<file path="src/rtl/dcl_pkg.sv">
package dcl_pkg;

	localparam int         CLK_PERIOD_NS  = 10;
	localparam int         STARTUP_NS     = 1000;
	localparam int         STARTUP_CYC    = (STARTUP_NS + CLK_PERIOD_NS - 1) / CLK_PERIOD_NS;
	localparam int         CNT_W          = 16;

	localparam logic [7:0] OFS_CONTROL    = 8'h00;
	localparam logic [7:0] OFS_CODE       = 8'h01;
	localparam logic [7:0] OFS_STATUS     = 8'h02;

	localparam int         BIT_STANDBY_RUN = 7;
	localparam int         BIT_PIN_OE      = 6;
	localparam int         BIT_ENABLE      = 0;

	localparam logic [7:0] CONTROL_RESET  = 8'h00;
	localparam logic [7:0] CODE_RESET     = 8'h00;
	localparam logic [7:0] CONTROL_MASK   = 8'hc1;
	localparam logic [7:0] UNMAPPED_RDATA = 8'h00;

	typedef struct packed {
		logic       standby_run;
		logic       pin_output_enable;
		logic [4:0] rsvd;
		logic       enable;
	} dcl_ctrl_t;

	typedef struct packed {
		logic [7:0] addr;
		logic [7:0] wdata;
		logic       wr;
		logic       rd;
	} dcl_bus_t;

	typedef struct packed {
		logic halted;
		logic ready;
		logic buf_on;
		logic active;
	} dcl_stat_t;

	typedef enum logic [1:0] {
		PWR_OFF     = 2'b00,
		PWR_STARTUP = 2'b01,
		PWR_ACTIVE  = 2'b10,
		PWR_HALTED  = 2'b11
	} dcl_pwr_t;

	// Sleep condition under which the converter must be powered down.
	function automatic logic dcl_halt_req(input logic standby, input logic powerdown,
		input logic standby_run, input logic clk_avail);
		dcl_halt_req = powerdown | (standby & ~(standby_run & clk_avail));
	endfunction

endpackage

</file>
<file path="src/rtl/dcl_regs.sv">
`timescale 1ns/1ps
`default_nettype none
module dcl_regs (
	input  wire logic              clk,         // Peripheral clock.
	input  wire logic              rst_n,       // Asynchronous reset, active low.
	input  wire dcl_pkg::dcl_bus_t bus,         // Register port request.
	input  wire dcl_pkg::dcl_stat_t status,     // Power sequencing state.
	output dcl_pkg::dcl_ctrl_t     ctrl,        // Control register.
	output logic [7:0]             code,        // Code register.
	output logic [7:0]             rdata,       // Read data, cycle after strobe.
	output logic                   code_wr,     // Code register written.
	output logic                   enable_rise  // Enable written from zero to one.
);
	logic sel_control;
	logic sel_code;

	assign sel_control = bus.addr == dcl_pkg::OFS_CONTROL;
	assign sel_code    = bus.addr == dcl_pkg::OFS_CODE;
	assign code_wr     = bus.wr & sel_code;
	assign enable_rise = bus.wr & sel_control & bus.wdata[dcl_pkg::BIT_ENABLE] & ~ctrl.enable;

	// Reserved bits are masked on the way in so they can never read back set.
	always_ff @(posedge clk or negedge rst_n) begin
		if (!rst_n) begin
			ctrl <= dcl_pkg::CONTROL_RESET;
		end else if (bus.wr && sel_control) begin
			ctrl <= bus.wdata & dcl_pkg::CONTROL_MASK;
		end
	end

	always_ff @(posedge clk or negedge rst_n) begin
		if (!rst_n) begin
			code <= dcl_pkg::CODE_RESET;
		end else if (code_wr) begin
			code <= bus.wdata;
		end
	end

	always_ff @(posedge clk or negedge rst_n) begin
		if (!rst_n) begin
			rdata <= dcl_pkg::UNMAPPED_RDATA;
		end else if (bus.rd) begin
			case (bus.addr)
				dcl_pkg::OFS_CONTROL: rdata <= ctrl;
				dcl_pkg::OFS_CODE:    rdata <= code;
				dcl_pkg::OFS_STATUS:  rdata <= {4'h0, status};
				default:              rdata <= dcl_pkg::UNMAPPED_RDATA;
			endcase
		end else begin
			rdata <= dcl_pkg::UNMAPPED_RDATA;
		end
	end
endmodule
`default_nettype wire

</file>
<file path="src/rtl/dcl_power.sv">
`timescale 1ns/1ps
`default_nettype none
module dcl_power #(
	parameter int STARTUP_CYC = dcl_pkg::STARTUP_CYC // Settling cycles after power-up.
) (
	input  wire logic         clk,         // Peripheral clock.
	input  wire logic         rst_n,       // Asynchronous reset, active low.
	input  wire logic         enable,      // Converter enable bit.
	input  wire logic         pin_oe,      // Pin output enable bit.
	input  wire logic         halt_req,    // Sleep requires power-down.
	output dcl_pkg::dcl_pwr_t state,       // Power state.
	output dcl_pkg::dcl_stat_t status      // Decoded power status.
);
	localparam logic [dcl_pkg::CNT_W-1:0] LAST = dcl_pkg::CNT_W'(STARTUP_CYC - 1);

	dcl_pkg::dcl_pwr_t          next_state;
	logic [dcl_pkg::CNT_W-1:0] cnt;

	always_comb begin
		next_state = state;
		case (state)
			dcl_pkg::PWR_OFF: begin
				if (enable && !halt_req) next_state = dcl_pkg::PWR_STARTUP;
			end
			dcl_pkg::PWR_STARTUP: begin
				if (!enable) next_state = dcl_pkg::PWR_OFF;
				else if (halt_req) next_state = dcl_pkg::PWR_HALTED;
				else if (cnt == LAST) next_state = dcl_pkg::PWR_ACTIVE;
			end
			dcl_pkg::PWR_ACTIVE: begin
				if (!enable) next_state = dcl_pkg::PWR_OFF;
				else if (halt_req) next_state = dcl_pkg::PWR_HALTED;
			end
			dcl_pkg::PWR_HALTED: begin
				if (!enable) next_state = dcl_pkg::PWR_OFF;
				else if (!halt_req) next_state = dcl_pkg::PWR_STARTUP;
			end
			default: next_state = dcl_pkg::PWR_OFF;
		endcase
	end

	always_ff @(posedge clk or negedge rst_n) begin
		if (!rst_n) begin
			state <= dcl_pkg::PWR_OFF;
		end else begin
			state <= next_state;
		end
	end

	// The start-up count restarts on every entry, so a wake always waits out the full settling time.
	always_ff @(posedge clk or negedge rst_n) begin
		if (!rst_n) begin
			cnt <= '0;
		end else if (state != dcl_pkg::PWR_STARTUP || next_state != dcl_pkg::PWR_STARTUP) begin
			cnt <= '0;
		end else begin
			cnt <= cnt + 1'b1;
		end
	end

	assign status.active = state == dcl_pkg::PWR_STARTUP || state == dcl_pkg::PWR_ACTIVE;
	assign status.buf_on = status.active & pin_oe;
	assign status.ready  = state == dcl_pkg::PWR_ACTIVE;
	assign status.halted = state == dcl_pkg::PWR_HALTED;
endmodule
`default_nettype wire

</file>
<file path="src/rtl/dcl_top.sv">
`timescale 1ns/1ps
`default_nettype none
module dcl_top #(
	parameter int STARTUP_CYC = dcl_pkg::STARTUP_CYC // Settling cycles after power-up.
) (
	input  wire logic       CORE_CLK,        // Peripheral clock, 100 MHz.
	input  wire logic       RSTN,            // Asynchronous reset, active low.
	input  wire logic [7:0] REG_ADDR,        // Register address.
	input  wire logic [7:0] REG_WDATA,       // Register write data.
	input  wire logic       REG_WR,          // Write strobe.
	input  wire logic       REG_RD,          // Read strobe.
	output logic      [7:0] REG_RDATA,       // Read data, cycle after read strobe.
	input  wire logic       SLEEP_STANDBY,   // Device is in standby sleep.
	input  wire logic       SLEEP_POWERDOWN, // Device is in power-down sleep.
	input  wire logic       CLK_PER_AVAIL,   // Peripheral clock kept in standby.
	output logic      [7:0] DAC_CODE,        // Code presented to the string.
	output logic            CONV_START,      // One-cycle conversion start.
	output logic            DAC_POWER,       // Converter string powered.
	output logic            BUF_ENABLE,      // Output buffer on, routed to pin.
	output logic            INT_OFFER,       // Output offered to comparator and ADC.
	output logic            DAC_READY        // Start-up settling complete.
);
	dcl_pkg::dcl_bus_t  bus;
	dcl_pkg::dcl_ctrl_t ctrl;
	dcl_pkg::dcl_stat_t status;
	dcl_pkg::dcl_pwr_t  pwr_state;
	logic [7:0]         code;
	logic               code_wr;
	logic               enable_rise;
	logic               halt_req;
	logic               halted_now;
	logic               start_req;
	logic               conv_pending;
	logic               fire;

	assign bus.addr  = REG_ADDR;
	assign bus.wdata = REG_WDATA;
	assign bus.wr    = REG_WR;
	assign bus.rd    = REG_RD;

	// Debug halt has no input here at all, so registers and sequencing keep running through it.
	dcl_regs u_regs (
		.clk         (CORE_CLK),
		.rst_n       (RSTN),
		.bus         (bus),
		.status      (status),
		.ctrl        (ctrl),
		.code        (code),
		.rdata       (REG_RDATA),
		.code_wr     (code_wr),
		.enable_rise (enable_rise)
	);

	assign halt_req = dcl_pkg::dcl_halt_req(SLEEP_STANDBY, SLEEP_POWERDOWN,
		ctrl.standby_run, CLK_PER_AVAIL);

	dcl_power #(
		.STARTUP_CYC (STARTUP_CYC)
	) u_power (
		.clk      (CORE_CLK),
		.rst_n    (RSTN),
		.enable   (ctrl.enable),
		.pin_oe   (ctrl.pin_output_enable),
		.halt_req (halt_req),
		.state    (pwr_state),
		.status   (status)
	);

	// A write to the code register only triggers while enabled; enabling triggers on the held code.
	assign start_req  = (code_wr & ctrl.enable) | enable_rise;
	assign halted_now = halt_req | status.halted;

	// A start that arrives while the string is powered down is held and replayed on wake.
	assign fire = (start_req & ~halted_now) | (conv_pending & ~halted_now & ctrl.enable);

	// Pending request: a new request wins over the clear in the same cycle.
	always_ff @(posedge CORE_CLK or negedge RSTN) begin
		if (!RSTN) begin
			conv_pending <= 1'b0;
		end else if (start_req && halted_now) begin
			conv_pending <= 1'b1;
		end else if (fire || !ctrl.enable) begin
			conv_pending <= 1'b0;
		end
	end

	// The converted code is taken from the write data directly so a start costs no extra cycle.
	always_ff @(posedge CORE_CLK or negedge RSTN) begin
		if (!RSTN) begin
			DAC_CODE <= dcl_pkg::CODE_RESET;
		end else if (fire) begin
			DAC_CODE <= code_wr ? REG_WDATA : code;
		end
	end

	always_ff @(posedge CORE_CLK or negedge RSTN) begin
		if (!RSTN) begin
			CONV_START <= 1'b0;
		end else begin
			CONV_START <= fire;
		end
	end

	assign DAC_POWER  = status.active;
	assign BUF_ENABLE = status.buf_on;
	assign INT_OFFER  = status.active & ctrl.enable;
	assign DAC_READY  = status.ready;
endmodule
`default_nettype wire

</file>
<file path="config.mk">
export PLATFORM = sky130hd
export DESIGN_NAME = dcl_top
export DESIGN_NICKNAME = d
export VERILOG_FILES = /design/src/rtl/dcl_pkg.sv /design/src/rtl/dcl_regs.sv /design/src/rtl/dcl_power.sv /design/src/rtl/dcl_top.sv
export SDC_FILE = /design/constraint.sdc
export NUM_CORES = 1
export LEC_CHECK = 0
export ABC_AREA = 1
export BUFFER_PORTS_ARGS = -buffer_cell sky130_fd_sc_hd__buf_4
export CORE_MARGIN = 2
export CORE_UTILIZATION = 60
export DETAILED_ROUTE_END_ITERATION = 10
export PLACE_DENSITY = 0.95
export SKIP_CTS_REPAIR_TIMING = 1
export SLEW_MARGIN = 10
export SYNTH_ARGS = -nofsm -noshare
export SYNTH_HDL_FRONTEND = slang
export SYNTH_HIERARCHICAL = 1
export SYNTH_SLANG_ARGS = --single-unit
export TNS_END_PERCENT = 10
</file>
<file path="constraint.sdc">
create_clock -name CORE_CLK -period 4.8 [get_ports CORE_CLK]
set_input_delay 0.48 -clock CORE_CLK [delete_from_list [all_inputs] [get_ports CORE_CLK]]
set_output_delay 0.48 -clock CORE_CLK [all_outputs]
set_load 0.05 [all_outputs]
</file>
* Word level (Yosys, flattened, before mapping)
Cells that the tools add are included.
** Cells by class
- Bitwise logic cells :: 19
- Mux-type cells :: 15
- Equal/unequal tests :: 8
- Reduce and logical (&&, ||, !) cells :: 11
- Add/subtract/negate cells :: 1
** Operator list (count)
- $pmux 8 s3 :: 1
- $add 16x1->16 const B :: 1
- $eq 16x7->1 const B :: 1
- $mux 16 :: 1
- $mux 2 :: 8
- $mux 8 :: 2
- $and 1x1->1 :: 12
- $eq 8x1->1 const B :: 1
- $eq 8x2->1 const B :: 1
- $logic_not 8->1 :: 1
- $pmux 2 s4 :: 1
- $eq 2x2->1 const B :: 2
- $ne 2x1->1 const B :: 2
- $or 1x1->1 :: 4
- $logic_and 1x1->1 :: 3
- $logic_or 1x1->1 :: 3
- $not 1->1 :: 3
- $eq 2x1->1 const B :: 1
- $logic_not 1->1 :: 2
- $logic_not 2->1 :: 1
- $mux 1 :: 2
- $reduce_bool 2->1 :: 1
** Storage, ports and cells
- Output and inout port bits :: 21
- Input port bits :: 23
- Register bits after elaboration :: 47
- Word-level logic and storage cells :: 64

* Logic depth before layout (Yosys ltp)
- Depth in word-level cells :: 12
- Mapped depth :: 13
- Mapped depth without buffers :: 12

* Hierarchy
The synthesis kept the hierarchy.
** Modules (own cells, without submodules)
- dcl_power :: times used 1, cells each 145, sequential area each 450.4 sq um, area each 1157.4 sq um
- dcl_regs :: times used 1, cells each 106, sequential area each 475.5 sq um, area each 898.4 sq um
- dcl_top :: times used 1, cells each 74, sequential area each 250.2 sq um, area each 573.0 sq um

* Least setup slack after synthesis
OpenSTA, ideal clock, no wires.
- Kind :: reg2out
- Start :: register u_power.state[0]
- End :: output BUF_ENABLE
- Setup slack :: 2.834 ns
- Arrival :: 1.486 ns
- Required time :: 4.320 ns
- Path buffers :: 0
- Cell stages (with the launch flop) :: 5
- Cells stage by stage :: dfrtp_1 > inv_1 > ha_1 > nand2_1 > inv_1
** Between the ends
- Cells in the longest elaborated chain, start to end :: 3
- Elaborated cells on any way between the ends :: 4
- Those cells by class :: eq/ne (2); bitwise (1); reduce/logical (1)
** RTL lines
- from (decl) :: RTL line dcl_power.sv:11 : output dcl_pkg::dcl_pwr_t state,
- from (signal assigned) :: RTL line dcl_power.sv:44 : state <= dcl_pkg::PWR_OFF;
- from (signal assigned) :: RTL line dcl_power.sv:46 : state <= next_state;
- $eq 2x1->1 / $eq 2x2->1 (equally long branches) :: RTL line dcl_power.sv:61 : assign status.active = state == dcl_pkg::PWR_STARTUP || state == dcl_pkg::PWR_ACTIVE;
- $logic_or 1x1->1 (*) :: RTL line dcl_power.sv:61
- via DAC_POWER :: RTL line dcl_top.sv:18 : output logic DAC_POWER,
- $and 1x1->1 (*) :: RTL line dcl_power.sv:62 : assign status.buf_on = status.active & pin_oe;
- to (decl) :: RTL line dcl_top.sv:19 : output logic BUF_ENABLE,
The timed path passes the listed nets; every way through them passes the cells marked *.

* Final worst setup path
- Start :: register u_power.state[1]
- End :: output BUF_ENABLE
** Between the ends
- Cells in the longest elaborated chain, start to end :: 3
- Elaborated cells on any way between the ends :: 4
- Those cells by class :: eq/ne (2); bitwise (1); reduce/logical (1)
** RTL lines (RTL line)
- $eq 2x1->1 / $eq 2x2->1 (equally long branches) :: dcl_power.sv:61
- $logic_or 1x1->1 (*) :: dcl_power.sv:61
- $and 1x1->1 (*) :: dcl_power.sv:62
Mark *: on every way between the ends. The rest lies on a longest branch, timed or not.

==> flow_summary.ini <==
[floorplan]
die_area_sq_mm = 0.004854
die_h_microns = 69.67
start_util_pct = 63.32
io_pins = 44
dieWidth_microns = 69.67
rows = 23
coreArea_sq_mm = 0.004086

[drt]
drcViolationCount = 0
ant_nets = 0
wl_microns = 5389
first_pass_iters = 5
drt_iter0_drc = 195
drt-vias-per-instance = 5.219
vias = 2166
avgRoutedWirePerCell_microns = 12.99

[run]
drv_cap = 0

[run_status]
status = complete, no violations

[global_routing]
antenna_found_initial = 0
grt_max_degree = 48
grt_pass1_wl_microns = 9390
met3_usage_pct = 5.378
grt_pass1_vias = 2093
gr-total-overflow = 0
grtUsageMet1_pct = 32.38
met2_usage_pct = 39.10
grt_usage_pct = 23.93
grt-busiest-layer = met2

[timing]
worst_pin_slew_ns = 0.5683
finalHoldViolCount = 0
setup_viol = 0
setup_tns_ns = 0
rsz0062_at_grt = no
fmax_ghz = 0.4902
finalClockSkew_ns = 0.008230
finalCriticalPeriod_ns = 2.040
slew_violations = 0
slew-limit-headroom_pct = 62.12
min_period_over_period_pct = 42.50

[setup_path]
r2r_start = u_power/state[1]
r2r_end = u_power/cnt[3]
reg2reg_depth = 11
crit_slowest_cell = dfrtp_1
path_class = register to output pin
max_stage_delay_ns = 0.43
r2r_setup_slack_ns = 3.04
crit_top_cell = inv_1
path_cells = inv_1 -> ha_1 -> nand2_1 -> inv_1 -> buf_4
worstSetupStartpointType = register
cp_data_required_time_ns = 4.32
worst_setup_path_end_kind = output pin
crit_arrival_ns = 1.56
critical_path.max_fanout = 5

[finish]
final_common_cell = nand2_1
diodes = 0
areaGrowthSynthToFinish_pct = 15.76
final_nets = 392
final_cell_mix = nand2_1, dfrtp_1, buf_4
layout-drive-gt1-share_pct = 23.56

[placement]
port_buffers = 43
gp_congestion = 0.8834
place_hpwl_microns = 4015

[clocking]
clock_latency_ns = 0.30
clockBufferDepth = 2
cts-root-buf = clkbuf_8
h-tree-depth = 2
cts_buffers = 5
clock_sinks = 47
cts_tree = built
path_clk_slew_ns = 0.08

[worst_hold_path]
hp-class = input pin to async pin

[pwr]
peakVddDrop_mv = 0.2379
total_power_uw = 755.9
leakagePower_nw = 1.561
powerDensity_mw_per_mm2 = 252.3

[logic_synthesis]
synth_cells = 319
yosys_warnings = 6
synth_area_sq_mm = 0.002587
syn-num-nets = 347
avgSynthCellArea_sq_um = 8.111
[routing by layer]
metal  part of all wire, %  up-vias
met4                  0.80        0
li1                      -     1081
met5                     0        -
met1                    46      995
met3                   6.2        6
met2                    47       84
[cell type report]
class / count / area, sq um
clock inverter: 1 / 5.005
clock buffer: 7 / 76.32
timing repair buffer: 43 / 322.8
fill: 311 / 1091
tap: 50 / 62.56
inverter: 45 / 170.2
sequential: 47 / 1176
multi-input combinational: 222 / 1182
[metrics by stage]
stage / std cells / hold slack (ns) / area [sq um] / worst slack [ns] / util, %
4_1_cts: 415 / 0.1895 / 2995 / 2.792 / 73.30
3_3_place_gp: 407 / 0.4497 / 2914 / 2.700 / 71.31
5_1_grt: 415 / 0.2224 / 2995 / 2.663 / 73.30
3_5_place_dp: 407 / 0.4644 / 2914 / 2.594 / 71.31
6_report: 415 / 0.1714 / 2995 / 2.760 / 73.30
2_1_floorplan: 319 / 0.1844 / 2587 / 2.834 / -
[sequential cells by signal, summed over array words and instances (netlist names)]
register / flops
u_power/cnt: 16
u_regs/ctrl: 3
u_regs/rdata: 8
DAC_CODE: 8
CONV_START: 1
conv_pending: 1
u_regs/code: 8
u_power/state: 2
[power by group]
group	switching, mW	internal [mW]	leakage [nW]
sequential	0.00960	0.404	0.645
combinational	0.0763	0.0390	0.873
clock	0.124	0.102	0.0422
[worst max-delay path, delay by kind of cell (launching register included)]
kind / cells / cell delay [ns]
buffers and inverters: 3 / 0.39
and+or+nand+nor: 1 / 0.07
DFF: 1 / 0.43
adders and majority gates: 1 / 0.37
[worst max-delay path by stage]
stage                     startpoint          end  slack [ns]  cells after the start
finish              u_power/state[1]   BUF_ENABLE        2.76                      5
global route             REG_ADDR[5]  DAC_CODE[3]        2.66                     11
floorplan           u_power/state[0]   BUF_ENABLE        2.83                      4
CTS                 u_power/state[1]   BUF_ENABLE        2.79                      5
detailed placement       REG_ADDR[5]  DAC_CODE[7]        2.59                     11
global placement         REG_ADDR[7]  DAC_CODE[0]        2.70                     11
No activity file was read; power rests on OpenSTA's default activity.
